===== config.mk =====
export PLATFORM = sky130hd
export DESIGN_NAME = i2crsp_master
export DESIGN_NICKNAME = d
export VERILOG_FILES = /design/src/hw/i2crsp_pkg.sv /design/src/hw/i2crsp_master.sv
export SDC_FILE = /design/constraint.sdc
export NUM_CORES = 1
export LEC_CHECK = 0
export ABC_AREA = 1
export BUFFER_PORTS_ARGS = -buffer_cell sky130_fd_sc_hd__buf_2
export CAP_MARGIN = 10
export CORE_UTILIZATION = 59
export CTS_CLUSTER_DIAMETER = 50
export DETAILED_ROUTE_END_ITERATION = 6
export GPL_ROUTABILITY_DRIVEN = 0
export PLACE_DENSITY = 0.8
export REMOVE_ABC_BUFFERS = 1
export SLEW_MARGIN = 30
export SYNTH_ARGS = -nofsm -noshare
export SYNTH_HDL_FRONTEND = slang
export SYNTH_SLANG_ARGS = --single-unit

===== constraint.sdc =====
create_clock -name clk_sys_in -period 2.3 [get_ports clk_sys_in]
set_input_delay 0.23 -clock clk_sys_in [delete_from_list [all_inputs] [get_ports clk_sys_in]]
set_output_delay 0.23 -clock clk_sys_in [all_outputs]
set_load 0.1 [all_outputs]

===== src/hw/i2crsp_pkg.sv =====
// Constants and types for the two-wire register port bus master
// Function
// - Only the master drives the clock line; the device never does.
// - Clock at standard 100 kHz or fast 400 kHz, chosen per command.
// - Data changes only while clock low, except start, repeated start, stop.
// - Data falling with clock high is start; rising with clock high is stop.
// - Seven-bit address, MSB first: fixed 10010b then two strap bits.
// - Write sends address+0, register address, data byte; each byte acknowledged.
// - After write acknowledge: stop, or repeated start into write or read.
// - Read: repeated start, resend address with direction 1, device acknowledges.
// - Device shifts out eight data bits; master returns an acknowledge bit.
// - After read: stop, or repeated start into write, read, or short read.
// - Device drives data only for acknowledges and read data bits.
package i2crsp_pkg;

   localparam int unsigned CLK_HZ   = 100_000_000;
   localparam int unsigned STD_HZ   = 100_000;
   localparam int unsigned FAST_HZ  = 400_000;
   localparam int unsigned QTR_W    = 12;
   // Quarter of the bus clock period, rounded up so the rate is never exceeded
   localparam int unsigned STD_QTR  = (CLK_HZ + 4 * STD_HZ - 1) / (4 * STD_HZ);
   localparam int unsigned FAST_QTR = (CLK_HZ + 4 * FAST_HZ - 1) / (4 * FAST_HZ);

   localparam logic [4:0] ADDR_PREFIX = 5'h12;
   localparam logic       DIR_WRITE   = 1'h0;
   localparam logic       DIR_READ    = 1'h1;

   localparam logic [1:0] KIND_WRITE = 2'h0;
   localparam logic [1:0] KIND_READ  = 2'h1;
   localparam logic [1:0] KIND_SHORT = 2'h2;

   localparam logic [1:0] PHASE_RST  = 2'h0;
   localparam logic [3:0] BIT_ACK    = 4'h8;
   localparam logic [2:0] STEP_RST   = 3'h0;
   localparam logic [7:0] BYTE_RST   = 8'h00;

   typedef enum logic [1:0] {
      ST_IDLE,
      ST_START,
      ST_BIT,
      ST_STOP
   } i2crsp_state_t;

   typedef enum logic [2:0] {
      OP_START,
      OP_ADDRW,
      OP_ADDRR,
      OP_REG,
      OP_DATA,
      OP_RX,
      OP_FIN
   } i2crsp_op_t;

endpackage : i2crsp_pkg


===== src/hw/i2crsp_master.sv =====
// Bus master that writes and reads the device registers over the two-wire port
`timescale 1ns/1ns
`default_nettype none
module i2crsp_master (
   input  wire logic       clk_sys_in,
   input  wire logic       sys_rst_in,
   input  wire logic       cmd_valid_in,
   output logic            cmd_ready_out,
   input  wire logic [1:0] cmd_kind_in,
   input  wire logic [1:0] cmd_addr_sel_in,
   input  wire logic [7:0] cmd_reg_in,
   input  wire logic [7:0] cmd_data_in,
   input  wire logic       cmd_fast_in,
   input  wire logic       cmd_stop_in,
   output logic            done_out,
   output logic            nack_out,
   output logic [7:0]      rdata_out,
   output logic            busy_out,
   output logic            scl_out,
   output logic            scl_oe_out,
   input  wire logic       sda_in,
   output logic            sda_out,
   output logic            sda_oe_out
);

   i2crsp_pkg::i2crsp_state_t state;
   i2crsp_pkg::i2crsp_state_t next_state;
   i2crsp_pkg::i2crsp_op_t    op;
   i2crsp_pkg::i2crsp_op_t    nop;

   logic [i2crsp_pkg::QTR_W-1:0] qcnt;
   logic [i2crsp_pkg::QTR_W-1:0] next_qcnt;
   logic [1:0] phase;
   logic [1:0] next_phase;
   logic [2:0] step;
   logic [2:0] next_step;
   logic [3:0] bitcnt;
   logic [3:0] next_bitcnt;
   logic [7:0] shreg;
   logic [7:0] next_shreg;
   logic [7:0] rdata;
   logic [7:0] next_rdata;
   logic [1:0] kind;
   logic [1:0] next_kind;
   logic [1:0] addr_sel;
   logic [1:0] next_addr_sel;
   logic [7:0] regb;
   logic [7:0] next_regb;
   logic [7:0] datab;
   logic [7:0] next_datab;
   logic       fast;
   logic       next_fast;
   logic       stop;
   logic       next_stop;
   logic       scl_low;
   logic       next_scl_low;
   logic       sda_low;
   logic       next_sda_low;
   logic       nack;
   logic       next_nack;
   logic       done;
   logic       next_done;
   logic       sda_meta;
   logic       sda_sync;
   logic       tick;
   logic       adv;
   logic       is_rx;

   function automatic logic [i2crsp_pkg::QTR_W-1:0] qtr_of(input logic f);
      qtr_of = f ? i2crsp_pkg::QTR_W'(i2crsp_pkg::FAST_QTR - 1)
                 : i2crsp_pkg::QTR_W'(i2crsp_pkg::STD_QTR - 1);
   endfunction : qtr_of

   // Sequence of bus operations for each command kind
   function automatic i2crsp_pkg::i2crsp_op_t op_of(input logic [1:0] k,
                                                     input logic [2:0] s);
      op_of = i2crsp_pkg::OP_FIN;
      if (k == i2crsp_pkg::KIND_WRITE) begin
         unique case (s)
            3'h0: op_of = i2crsp_pkg::OP_START;
            3'h1: op_of = i2crsp_pkg::OP_ADDRW;
            3'h2: op_of = i2crsp_pkg::OP_REG;
            3'h3: op_of = i2crsp_pkg::OP_DATA;
            default: op_of = i2crsp_pkg::OP_FIN;
         endcase
      end else if (k == i2crsp_pkg::KIND_READ) begin
         unique case (s)
            3'h0: op_of = i2crsp_pkg::OP_START;
            3'h1: op_of = i2crsp_pkg::OP_ADDRW;
            3'h2: op_of = i2crsp_pkg::OP_REG;
            3'h3: op_of = i2crsp_pkg::OP_START;
            3'h4: op_of = i2crsp_pkg::OP_ADDRR;
            3'h5: op_of = i2crsp_pkg::OP_RX;
            default: op_of = i2crsp_pkg::OP_FIN;
         endcase
      end else begin
         // Short read relies on the pointer the device retained
         unique case (s)
            3'h0: op_of = i2crsp_pkg::OP_START;
            3'h1: op_of = i2crsp_pkg::OP_ADDRR;
            3'h2: op_of = i2crsp_pkg::OP_RX;
            default: op_of = i2crsp_pkg::OP_FIN;
         endcase
      end
   endfunction : op_of

   assign tick  = (qcnt == '0);
   assign op    = op_of(kind, step);
   assign is_rx = (op == i2crsp_pkg::OP_RX);

   always_comb begin
      next_state    = state;
      next_qcnt     = tick ? qtr_of(fast) : qcnt - 1'b1;
      next_phase    = phase;
      next_step     = step;
      next_bitcnt   = bitcnt;
      next_shreg    = shreg;
      next_rdata    = rdata;
      next_kind     = kind;
      next_addr_sel = addr_sel;
      next_regb     = regb;
      next_datab    = datab;
      next_fast     = fast;
      next_stop     = stop;
      next_scl_low  = scl_low;
      next_sda_low  = sda_low;
      next_nack     = nack;
      next_done     = 1'b0;
      adv           = 1'b0;
      nop           = i2crsp_pkg::OP_FIN;
      unique case (state)
         i2crsp_pkg::ST_IDLE: begin
            if (cmd_valid_in) begin
               next_kind     = cmd_kind_in;
               next_addr_sel = cmd_addr_sel_in;
               next_regb     = cmd_reg_in;
               next_datab    = cmd_data_in;
               next_fast     = cmd_fast_in;
               next_stop     = cmd_stop_in;
               next_nack     = 1'b0;
               next_step     = i2crsp_pkg::STEP_RST;
               next_phase    = i2crsp_pkg::PHASE_RST;
               next_qcnt     = qtr_of(cmd_fast_in);
               next_state    = i2crsp_pkg::ST_START;
            end
         end
         i2crsp_pkg::ST_START: begin
            if (tick) begin
               next_phase = phase + 1'b1;
               unique case (phase)
                  2'h0: next_sda_low = 1'b0;
                  2'h1: next_scl_low = 1'b0;
                  2'h2: next_sda_low = 1'b1;
                  2'h3: begin
                     next_scl_low = 1'b1;
                     adv          = 1'b1;
                  end
               endcase
            end
         end
         i2crsp_pkg::ST_BIT: begin
            if (tick) begin
               next_phase = phase + 1'b1;
               unique case (phase)
                  2'h0: begin
                     // Change data only with the clock held low
                     if (bitcnt == i2crsp_pkg::BIT_ACK) begin
                        next_sda_low = is_rx;
                     end else begin
                        next_sda_low = is_rx ? 1'b0 : ~shreg[7];
                     end
                  end
                  2'h1: next_scl_low = 1'b0;
                  2'h2: begin
                     if (bitcnt == i2crsp_pkg::BIT_ACK) begin
                        if (!is_rx) begin
                           next_nack = sda_sync;
                        end
                     end else if (is_rx) begin
                        next_shreg = {shreg[6:0], sda_sync};
                     end
                  end
                  2'h3: begin
                     next_scl_low = 1'b1;
                     if (bitcnt == i2crsp_pkg::BIT_ACK) begin
                        if (is_rx) begin
                           next_rdata = shreg;
                        end
                        if (nack) begin
                           next_state = i2crsp_pkg::ST_STOP;
                        end else begin
                           adv = 1'b1;
                        end
                     end else begin
                        next_bitcnt = bitcnt + 1'b1;
                        if (!is_rx) begin
                           next_shreg = {shreg[6:0], 1'b0};
                        end
                     end
                  end
               endcase
            end
         end
         i2crsp_pkg::ST_STOP: begin
            if (tick) begin
               next_phase = phase + 1'b1;
               unique case (phase)
                  2'h0: next_sda_low = 1'b1;
                  2'h1: next_scl_low = 1'b0;
                  2'h2: next_sda_low = 1'b0;
                  2'h3: begin
                     next_done  = 1'b1;
                     next_state = i2crsp_pkg::ST_IDLE;
                  end
               endcase
            end
         end
      endcase
      if (adv) begin
         next_step   = step + 1'b1;
         nop         = op_of(kind, step + 1'b1);
         next_phase  = i2crsp_pkg::PHASE_RST;
         next_bitcnt = 4'h0;
         next_state  = i2crsp_pkg::ST_BIT;
         unique case (nop)
            i2crsp_pkg::OP_START: next_state = i2crsp_pkg::ST_START;
            i2crsp_pkg::OP_ADDRW: begin
               next_shreg = {i2crsp_pkg::ADDR_PREFIX, addr_sel,
                             i2crsp_pkg::DIR_WRITE};
            end
            i2crsp_pkg::OP_ADDRR: begin
               next_shreg = {i2crsp_pkg::ADDR_PREFIX, addr_sel,
                             i2crsp_pkg::DIR_READ};
            end
            i2crsp_pkg::OP_REG:  next_shreg = regb;
            i2crsp_pkg::OP_DATA: next_shreg = datab;
            i2crsp_pkg::OP_RX:   next_shreg = i2crsp_pkg::BYTE_RST;
            i2crsp_pkg::OP_FIN: begin
               // Without stop the bus stays held for a repeated start
               if (stop) begin
                  next_state = i2crsp_pkg::ST_STOP;
               end else begin
                  next_state = i2crsp_pkg::ST_IDLE;
                  next_done  = 1'b1;
               end
            end
         endcase
      end
   end

   always_ff @(posedge clk_sys_in) begin
      if (sys_rst_in) begin
         state    <= i2crsp_pkg::ST_IDLE;
         qcnt     <= '0;
         phase    <= i2crsp_pkg::PHASE_RST;
         step     <= i2crsp_pkg::STEP_RST;
         bitcnt   <= 4'h0;
         shreg    <= i2crsp_pkg::BYTE_RST;
         rdata    <= i2crsp_pkg::BYTE_RST;
         kind     <= i2crsp_pkg::KIND_WRITE;
         addr_sel <= 2'h0;
         regb     <= i2crsp_pkg::BYTE_RST;
         datab    <= i2crsp_pkg::BYTE_RST;
         fast     <= 1'b0;
         stop     <= 1'b0;
         scl_low  <= 1'b0;
         sda_low  <= 1'b0;
         nack     <= 1'b0;
         done     <= 1'b0;
         sda_meta <= 1'b1;
         sda_sync <= 1'b1;
      end else begin
         state    <= next_state;
         qcnt     <= next_qcnt;
         phase    <= next_phase;
         step     <= next_step;
         bitcnt   <= next_bitcnt;
         shreg    <= next_shreg;
         rdata    <= next_rdata;
         kind     <= next_kind;
         addr_sel <= next_addr_sel;
         regb     <= next_regb;
         datab    <= next_datab;
         fast     <= next_fast;
         stop     <= next_stop;
         scl_low  <= next_scl_low;
         sda_low  <= next_sda_low;
         nack     <= next_nack;
         done     <= next_done;
         sda_meta <= sda_in;
         sda_sync <= sda_meta;
      end
   end

   assign cmd_ready_out = (state == i2crsp_pkg::ST_IDLE);
   assign done_out      = done;
   assign nack_out      = nack;
   assign rdata_out     = rdata;
   assign busy_out      = (state != i2crsp_pkg::ST_IDLE) | scl_low;
   assign scl_out       = 1'b0;
   assign scl_oe_out    = scl_low;
   assign sda_out       = 1'b0;
   assign sda_oe_out    = sda_low;

endmodule : i2crsp_master
`default_nettype wire


**Word level (Yosys, flattened, before mapping)**

Cells that the tools add are included.

- Output and inout port bits: 16
- Logic and storage cells: 173
- Register bits after elaboration: 67
- Input port bits: 26

- Equality and inequality tests: 46
- Add/sub/neg operators: 4
- Bitwise operators: 3
- Reduce and logical (&&, ||, !) cells: 28
- Multiplexer cells: 73

Operators with widths:

| kind | number |
|---|---|
| 2-to-1 mux 8 bit | 9 |
| case mux 8 bit (5 select lines) | 1 |
| 2-to-1 mux 12 bit | 3 |
| case mux 3 bit (5 select lines) | 2 |
| == test 3 bit, second input constant | 8 |
| 2-to-1 mux 1 bit | 24 |
| 2-to-1 mux 3 bit | 8 |
| case mux 3 bit (4 select lines) | 2 |
| 2-to-1 mux 2 bit | 11 |
| != test 3 bit, second input constant | 7 |
| == test 3 x 2 -> 1 bit, second input constant | 6 |
| case mux 3 bit (3 select lines) | 2 |
| != test 2 bit, second input constant | 8 |
| case mux 8 bit (2 select lines) | 1 |
| zero test 12 bit | 1 |
| case mux 1 bit (2 select lines) | 6 |
| subtractor 12 x 1 -> 12 bit, second input constant | 1 |
| AND reduction 5 bit | 2 |
| nonzero test 2 bit | 5 |
| == test 3 x 1 -> 1 bit, second input constant | 3 |
| zero test 3 bit | 3 |
| == test 2 bit, second input constant | 4 |
| case mux 2 bit (2 select lines) | 2 |
| AND reduction 8 bit | 1 |
| other kinds (21) | 34 |

**Longest topological paths before layout**

Gate-level depths: netlist (run 1).

- Word-level depth: 13
- Depth in mapped cells: 17
- Depth with buffers taken out: 16

**Least setup slack after synthesis (run 1)**

Ideal clock, no wire load.

- Path type: register to register
- From: register state[0]
- To: register regb[1]
- Data required time: 2.235 ns
- Period minus slack after synthesis: 2.497 ns
- Path buffers: 2
- Slack: -0.197 ns
- Cell stages (with the launch flop): 9
- Setup time: 0.065 ns
- Arrival: 2.432 ns
- Cells stage by stage: dfxtp_1 -> inv_1 -> ha_1 -> nand2_1 -> inv_1 -> clkbuf_1 -> buf_1 -> nor2_1 -> nor2_1

- Longest elaborated chain between the ends: 2

Ends and longest elaborated chain:

| what | RTL line | source |
|---|---|---|
| start: declaration | i2crsp_master.sv:26 | `i2crsp_pkg::i2crsp_state_t state;` |
| start signal: assignment | i2crsp_master.sv:253 | `state <= i2crsp_pkg::ST_IDLE;` |
| start signal: assignment | i2crsp_master.sv:273 | `state <= next_state;` |
| zero test 2 bit | n/a |  |
| named net cmd_ready_out | i2crsp_master.sv:8 | `output logic cmd_ready_out,` |
| AND reduction 2 bit (no line) | n/a |  |
| end signal: assignment | i2crsp_master.sv:262 | `regb <= i2crsp_pkg::BYTE_RST;` |
| end signal: assignment | i2crsp_master.sv:282 | `regb <= next_regb;` |
| end: declaration | i2crsp_master.sv:47 | `logic [7:0] regb;` |

The timed path passes the listed nets, and every way through them passes these cells.
A chain may end at the register's enable or synchronous reset.

**Final worst setup path (run 1)**

- From: register step[1]
- To: register shreg[6]

- Longest elaborated chain between the ends: 13
- Elaborated cells on any way between the ends: 41
- Classes of those cells: 1 x add/sub; 16 x eq/ne; 20 x mux; 4 x reduce/logical

Ends and longest elaborated chain:

| what | RTL line | source |
|---|---|---|
| start: declaration | i2crsp_master.sv:35 | `logic [2:0] step;` |
| start signal: assignment | i2crsp_master.sv:256 | `step <= i2crsp_pkg::STEP_RST;` |
| start signal: assignment | i2crsp_master.sv:276 | `step <= next_step;` |
| == test 3 x 2 -> 1 bit or zero test 3 bit (tied branches) | i2crsp_master.sv:79, i2crsp_master.sv:87, i2crsp_master.sv:98 |  |
| OR reduction 2 bit (no line) | n/a |  |
| case mux 3 bit (5 select lines) | i2crsp_master.sv:87 | `unique case (s)` |
| 2-to-1 mux 3 bit | i2crsp_master.sv:86 | `end else if (k == i2crsp_pkg::KIND_READ) begin` |
| 2-to-1 mux 3 bit | i2crsp_master.sv:78 | `if (k == i2crsp_pkg::KIND_WRITE) begin` |
| == test 3 bit | i2crsp_master.sv:109 | `assign is_rx = (op == i2crsp_pkg::OP_RX);` |
| 2-to-1 mux 8 bit, on equally long branches | i2crsp_master.sv:196, i2crsp_master.sv:179 |  |
| 2-to-1 mux 8 bit, on equally long branches | i2crsp_master.sv:185, i2crsp_master.sv:175 |  |
| case mux 8 bit (2 select lines) | i2crsp_master.sv:164 | `unique case (phase)` |
| 2-to-1 mux 8 bit | i2crsp_master.sv:162 | `if (tick) begin` |
| 2-to-1 mux 8 bit | i2crsp_master.sv:131 | `unique case (state)` |
| case mux 8 bit (5 select lines) | i2crsp_master.sv:225 | `unique case (nop)` |
| 2-to-1 mux 8 bit * | i2crsp_master.sv:219 | `if (adv) begin` |
| end signal: assignment | i2crsp_master.sv:258 | `shreg <= i2crsp_pkg::BYTE_RST;` |
| end signal: assignment | i2crsp_master.sv:278 | `shreg <= next_shreg;` |
| end: declaration | i2crsp_master.sv:39 | `logic [7:0] shreg;` |

Mark *: on every way between the ends. The rest lies on a longest branch, timed or not. The select of a mux whose other input is x is not followed.

==> summary.md, run 1 <==
| Metric | Value |
|---|---|
| Final setup vio count | `0` |
| Initial Util | `62.1%` |
| Area grow syn2layout | `17.7%` |
| GRT Residual Overflow | `0` |
| Crit path capture type | `flop` |
| P_leak | `2.27 nW` |
| Worst path max stage delay | `0.34 ns` |
| Antenna violations before repair | `0` |
| Number of remaining DRC errors | `4` |
| Core ar. | `0.00646 mm²` |
| Clock transition at path regs | `0.07 ns` |
| Data arrival, critical path | `2.43 ns` |
| Final HPWL DP | `7170 µm` |
| Hold buffers post-CTS | `0` |
| Gr usage total | `29.3%` |
| Die area | `0.00713 mm²` |
| Post-synth ARST share | `0%` |
| Die Ht | `84.4 µm` |
| Part of the cycle the worst path needs | `95.0%` |
| H-tree Lvls | `3` |
| Vias/cell | `5.53` |
| Seq/Total Area, Yosys | `33.5%` |
| Clk_lat worst skew | `0.35 ns` |
| Routed vias | `4120` |
| Post-Syn Instances | `608` |
| Cts bufs inserted | `9` |
| Clk pwr share | `18.2%` |
| EDFF count, synth | `0` |
| Internal | `2.46 mW` |
| Filler cells | `516` |
| Fin util | `73.0%` |
| Critical path class | `flop to flop` |
| First-pass GRT wire length | `16800 µm` |
| Input/output buffers | `39` |
| Drt wl/cell | `13.8 µm` |
| Worst hold path type | `input pin to flop` |
| Final Hold Fails | `0` |
| Status | `finished with violations` |
| Largest net degree at the start of global routing | `27` |
| Crit path max fanout | `10` |
| Net Sw Frac | `47.2%` |
| Max Cap Violations | `0` |
| CTS Root Cell | `clkbuf_8` |
| Max VDD drop | `0.942 mV` |
| Netlist cell types | `40` |
| Wirelength, routed | `10300 µm` |
| Net switching power | `2.20 mW` |
| Top_reg_cell synth | `dfxtp_1` |
| DRT antenna net count | `0` |
| Critical-path cell list | `buf_4 > inv_1 > ha_1 > inv_1 > nand2_1 > nand2_1 > nand3_1 > nand2_2 > nand2_2 > buf_8 > o21ai_0 > a21oi_1 > o21bai_1 > nand2_1 > nand2_1 > inv_1` |
| DRT Pass-1 Iters | `7` |
| Most numerous cell on the critical path | `nand2_1` |
| Max Slew Vio Count | `0` |
| Sink Count | `67` |
| DR iter-0 viols | `363` |
| Failing checks | `DRC` |
| Slowest cell on crit path | `dfxtp_1` |
| FF+latch count, synth | `67` |
| Worst path required time | `2.54 ns` |
| PwrDens | `987 mW/mm²` |
| Share of layout cells above drive strength 1 | `19.3%` |
| Final min period | `2.19 ns` |
| Critical Path Source Type | `flop` |
| Synth Cell Area | `0.00401 mm²` |
| Nets | `710` |
| Cell row count | `29` |
| Hold WS | `0.0608 ns` |
| Final Skew | `0.00928 ns` |
| CTS Buffer Depth | `2` |
| CTS tree | `done` |
| Avg Cell Area, Syn | `6.59 µm²` |
| Vias in the first global route | `3733` |
| # diodes | `0` |
| Boundary pin count | `42` |
| Die W | `84.4 µm` |
| Yosys Warn Count | `0` |
| Sequential Power Share | `33.6%` |
| Logic pwr share | `48.2%` |
| Fmax | `458 MHz` |
-- synth_stat cells, types with 6 or more instances --
master	instances	area [µm²]
nand2_1	147	552
nor2_1	86	323
dfxtp_1	67	1340
inv_1	62	233
o21ai_0	45	225
a21oi_1	42	210
nand3_1	34	170
ha_1	20	250
a211oi_1	12	90.1
o21ai_1	11	55.1
clkbuf_1	10	37.5
xor2_1	9	78.8
inv_2	6	22.5
nor2_2	6	37.5
-- final timing paths --
check | start | to | slack [ns] | depth (start not counted)
min reg2reg | sda_meta$_SDFF_PP1_ | sda_sync$_SDFF_PP1_ | 0.41 | 1
max | step[1]$_SDFFE_PP0P_ | shreg[6]$_SDFF_PP0_ | 0.11 | 16
max reg2reg | step[1]$_SDFFE_PP0P_ | shreg[6]$_SDFF_PP0_ | 0.11 | 16
min | sda_in | sda_meta$_SDFF_PP1_ | 0.06 | 2
-- registers in the layout, summed over array words and instances (netlist names), 2 cells and up --
signal and flops:
qcnt 12, datab 8, rdata_out 8, regb 8, shreg 8, bitcnt 4, step 3, addr_sel 2
kind 2, phase 2, state 2
-- per-stage QoR --
step / setup slack, ns / cell area, µm² / TNS, ns / cells / total power [mW]
2_1_floorplan: -0.590 / 3910 / -11.53 / 589 / 3.21
3_3_place_gp: 0.120 / 4310 / 0 / 720 / 3.65
6_report: 0.114 / 4720 / 0 / 745 / 4.66
5_1_grt: -0.0540 / 4720 / -0.122 / 745 / 4.99
3_5_place_dp: -0.00277 / 4310 / -0.00277 / 720 / 3.71
4_1_cts: 0.0190 / 4500 / 0 / 736 / 4.56
-- critical path: cells and delay by family, from the launching register on --
family	cells	cell delay, ns
AO/OA/AOI/OAI	3	0.43
adder cells (fa/ha/maj)	1	0.20
buffers and inverters	5	0.54
flip-flops	1	0.34
AND/OR/NAND/NOR	7	0.59
-- routing by layer --
layer  vias up  part of all wire [%]  global-route usage (%)
met5         -                     0                       0
met4         0                   3.3                    14.8
met1      1826                    45                    38.2
met3        38                   7.8                    5.01
li1       2071                     -                       -
met2       185                    44                    47.1
-- cells by family after synthesis --
group / count (synthesis) / share of synthesized area, %
AND/OR/NAND/NOR: 302 / 32.6
AO/OA/AOI/OAI: 121 / 16.7
buffers and inverters: 88 / 8.96
flip-flops: 67 / 33.5
adder cells (fa/ha/maj): 20 / 6.24
XOR/XNOR: 9 / 1.97
other: 1 / 0.0935
-- placed cells by master (no fill, tap or decap), types with 10 or more instances in the layout --
master	netlist	final
a211oi_1	12	12
a21oi_1	42	41
buf_2	2	39
buf_4	5	22
clkbuf_8	0	10
dfxtp_1	67	65
ha_1	20	16
inv_1	62	61
nand2_1	147	141
nand3_1	34	32
nor2_1	86	83
o21ai_0	45	44
o21ai_1	11	11
-- timing repair --
item | CTS | global route
resized for setup | 2 | 34
endpoints found under the setup margin | 5 | 14
pin swaps | 0 | 4
cloned | 1 | 1
setup buffers | 0 | 8
-- layout make-up --
| type | count | area, µm² | area share [%] |
|---|---|---|---|
| clock inverter | 3 | 15.0 | 0.318 |
| clock buffer | 12 | 145 | 3.08 |
| timing repair buffer | 63 | 400 | 8.49 |
| inverter | 68 | 262 | 5.54 |
| tap | 77 | 96.3 | 2.04 |
| multi-input combinational | 455 | 2450 | 52.0 |
| sequential | 67 | 1340 | 28.5 |
-- power groups by stage --
stage	Sequential, mW	Combinational [mW]	Clock [mW]
finish	1.57	2.25	0.846
detailed placement	1.58	2.12	0
global route	1.59	2.50	0.903
global placement	1.58	2.07	0
CTS	1.56	2.14	0.863
floorplan	1.70	1.51	0
No activity file was read; power rests on OpenSTA's default activity.
==> run 2, diff against run 1 <==
Settings changed: PLACE_DENSITY 0.8 to 0.86.
==> summary.md, run 2 (synthesis results as in run 1) <==
| Metric | Value |
|---|---|
| Final min period | `2.24 ns (+0.0509 ns)` |
| CTS tree | `done` |
| Worst-Margin Slew | `0.599 ns` |
| Part of the cycle the worst path needs | `97.2% (+2.2 points)` |
| Reg-to-reg slack, setup | `0.06 ns (-0.05 ns)` |
| Clock transition at path regs | `0.07 ns (about the same)` |
| Final setup vio count | `0 (unchanged)` |
| R2r startpoint | `step[0]$_SDFFE_PP0P_` |
| Area grow syn2layout | `16.7%` |
| Max Slew Vio Count | `0 (unchanged)` |
| Most common cell after layout, fill and taps aside | `nand2_1` |
| H-tree Lvls | `3 (unchanged)` |
| Most frequent cells in the layout | `nand2_1, nor2_1, dfxtp_1` |
| Cts bufs inserted | `9 (unchanged)` |
| Initial Util | `62.1% (unchanged)` |
| Critical path class | `flop to flop` |
| Antenna violations before repair | `0 (unchanged)` |
| Largest net degree at the start of global routing | `26 (-3.7%)` |
| Hold WS | `0.0587 ns (-0.00217 ns)` |
| Cell row count | `29 (unchanged)` |
| Failing checks | `DRC` |
| Most numerous cell on the critical path | `nand2_1` |
| Vias in the first global route | `3692 (-1.1%)` |
| Final Hold Fails | `0 (unchanged)` |
| DR iter-0 viols | `439 (+21%)` |
| Worst path max stage delay | `0.34 ns (about the same)` |
| Relative slew slack | `60.0%` |
| Critical-path cell list | `buf_4 > clkinvlp_4 > ha_4 > nand2_4 > nand3_2 > nand2_1 > nand3_1 > nand3_2 > nor2_4 > nand2_2 > buf_4 > nand3_1 > nor2_1 > nand2_1 > nand2_1 > nor2_1` |
| Global routing usage on met1 | `34.6% (-3.5 points)` |
| Final Skew | `0.00675 ns (-0.00253 ns)` |
| Die Ht | `84.4 µm (unchanged)` |
| Grt peak-use layer | `met2` |
| Max VDD drop | `0.711 mV (-25%)` |
| Wirelength, routed | `10600 µm (+2.8%)` |
| Worst setup startpoint | `step[0]$_SDFFE_PP0P_` |
| # diodes | `0 (unchanged)` |
| GRT Residual Overflow | `0 (unchanged)` |
| Fin util | `72.4% (-0.62 points)` |
| Worst hold path type | `input pin to flop` |
| Crit path max fanout | `6 (-4)` |
| Worst path required time | `2.56 ns (+0.02 ns)` |
| DRT Pass-1 Iters | `7 (unchanged)` |
| Slowest cell on crit path | `dfxtp_2` |
| Clk_lat worst skew | `0.36 ns (about the same)` |
| DRT antenna net count | `0 (unchanged)` |
| Post-route cell area | `0.00468 mm² (-0.85%)` |
| Gr usage total | `29.4% (+0.069 points)` |
| Most flops, register | `qcnt` |
| Final HPWL DP | `7090 µm (-1.1%)` |
| Nets | `707 (-0.42%)` |
| Vias/cell | `5.65 (+2.2%)` |
| PwrDens | `1020 mW/mm² (+3.6%)` |
| Crit path capture type | `flop` |
| Share of layout cells above drive strength 1 | `18.8% (-0.51 points)` |
| Met2 usage | `49.8% (+2.7 points)` |
| CTS Root Cell | `clkbuf_8` |
| Worst Setup EP | `shreg[1]$_SDFF_PP0_` |
| Die W | `84.4 µm (unchanged)` |
| Largest register FFs | `12 (unchanged)` |
| Area after DPL | `0.00431 mm² (unchanged)` |
| Status | `finished with violations` |
| Routed vias | `4195 (+1.8%)` |
| RSZ-0062 raised after global routing | `true` |
| Boundary pin count | `42 (unchanged)` |
| Worst R2R End | `shreg[1]$_SDFF_PP0_` |
| Critical Path Source Type | `flop` |
| Core ar. | `0.00646 mm² (unchanged)` |
| CTS Buffer Depth | `2 (unchanged)` |
| Number of remaining DRC errors | `11 (+7)` |
| Drt wl/cell | `14.3 µm (+3.3%)` |
| First-pass GRT wire length | `16700 µm (-0.37%)` |
| Worst R2R Path Depth | `16 (unchanged)` |
| GR Layer Usage met3 | `6.29% (+1.3 points)` |
| Die area | `0.00713 mm² (unchanged)` |
| Fmax | `447 MHz (-2.3%)` |
| Max Cap Violations | `0 (unchanged)` |
| Input/output buffers | `39 (unchanged)` |
| Data arrival, critical path | `2.49 ns (+0.06 ns)` |
| P_leak | `2.24 nW (-1.1%)` |
| Sink Count | `67 (unchanged)` |
[run 2: area by class of cell]
type | count | area [µm²]
fillers | 503 | 1780
clock inverters | 2 | 35.0
repair buffers | 60 | 357
clock buffers | 13 | 159
well taps | 77 | 96.3
multi-input cells | 455 | 2420
inverters | 68 | 262
flip-flops and latches | 67 | 1340
[run 2: how the worst min path moves through the flow]
| stage | from | endpoint | slack [ns] | cells after the start |
|---|---|---|---|---|
| finish | sda_in | sda_meta$_SDFF_PP1_ | 0.06 | 2 |
| CTS | sda_in | sda_meta$_SDFF_PP1_ | 0.06 | 2 |
| floorplan | sys_rst_in | done_out$_SDFF_PP0_ | 0.30 | 1 |
| detailed placement | sda_meta$_SDFF_PP1_ | sda_sync$_SDFF_PP1_ | 0.41 | 1 |
| global route | sda_in | sda_meta$_SDFF_PP1_ | 0.06 | 2 |
| global placement | sda_meta$_SDFF_PP1_ | sda_sync$_SDFF_PP1_ | 0.40 | 1 |
[run 2: repair_timing]
| item | CTS | global route |
|---|---|---|
| hold buffers | 0 | 0 |
| pin swaps | 0 | 7 |
| endpoints found under the setup margin | 7 | 13 |
| setup buffers | 0 | 6 |
| gates cloned | 1 | 0 |
| gates resized for setup | 2 | 27 |
[run 2: power by group]
part / internal, mW / leakage, nW / switching (mW)
combinational: 0.641 / 1.59 / 1.57
clock: 0.553 / 0.0995 / 0.452
sequential: 1.38 / 0.550 / 0.181
[run 2: through the flow]
step           power, mW  std cells  worst slack (ns)  setup TNS [ns]
6_report            4.78        742            0.0636               0
5_1_grt             5.08        742           -0.0963          -0.378
4_1_cts             4.68        736            0.0212               0
3_5_place_dp        3.67        720           -0.0428         -0.0968
3_3_place_gp        3.60        720            0.0992               0
2_1_floorplan       3.21        589            -0.590          -11.53
[run 2: routing by layer]
metal,up-vias,part of all wire (%)
met5,-,0
met4,0,3.0
met3,43,8.1
met2,226,49
met1,1858,40
li1,2068,-
[run 2: critical path, delay by kind of cell (launching register included)]
family | cells | cell delay, ns
fa+ha+maj | 1 | 0.22
buf+inv | 3 | 0.43
flops | 1 | 0.34
simple gates | 12 | 1.15
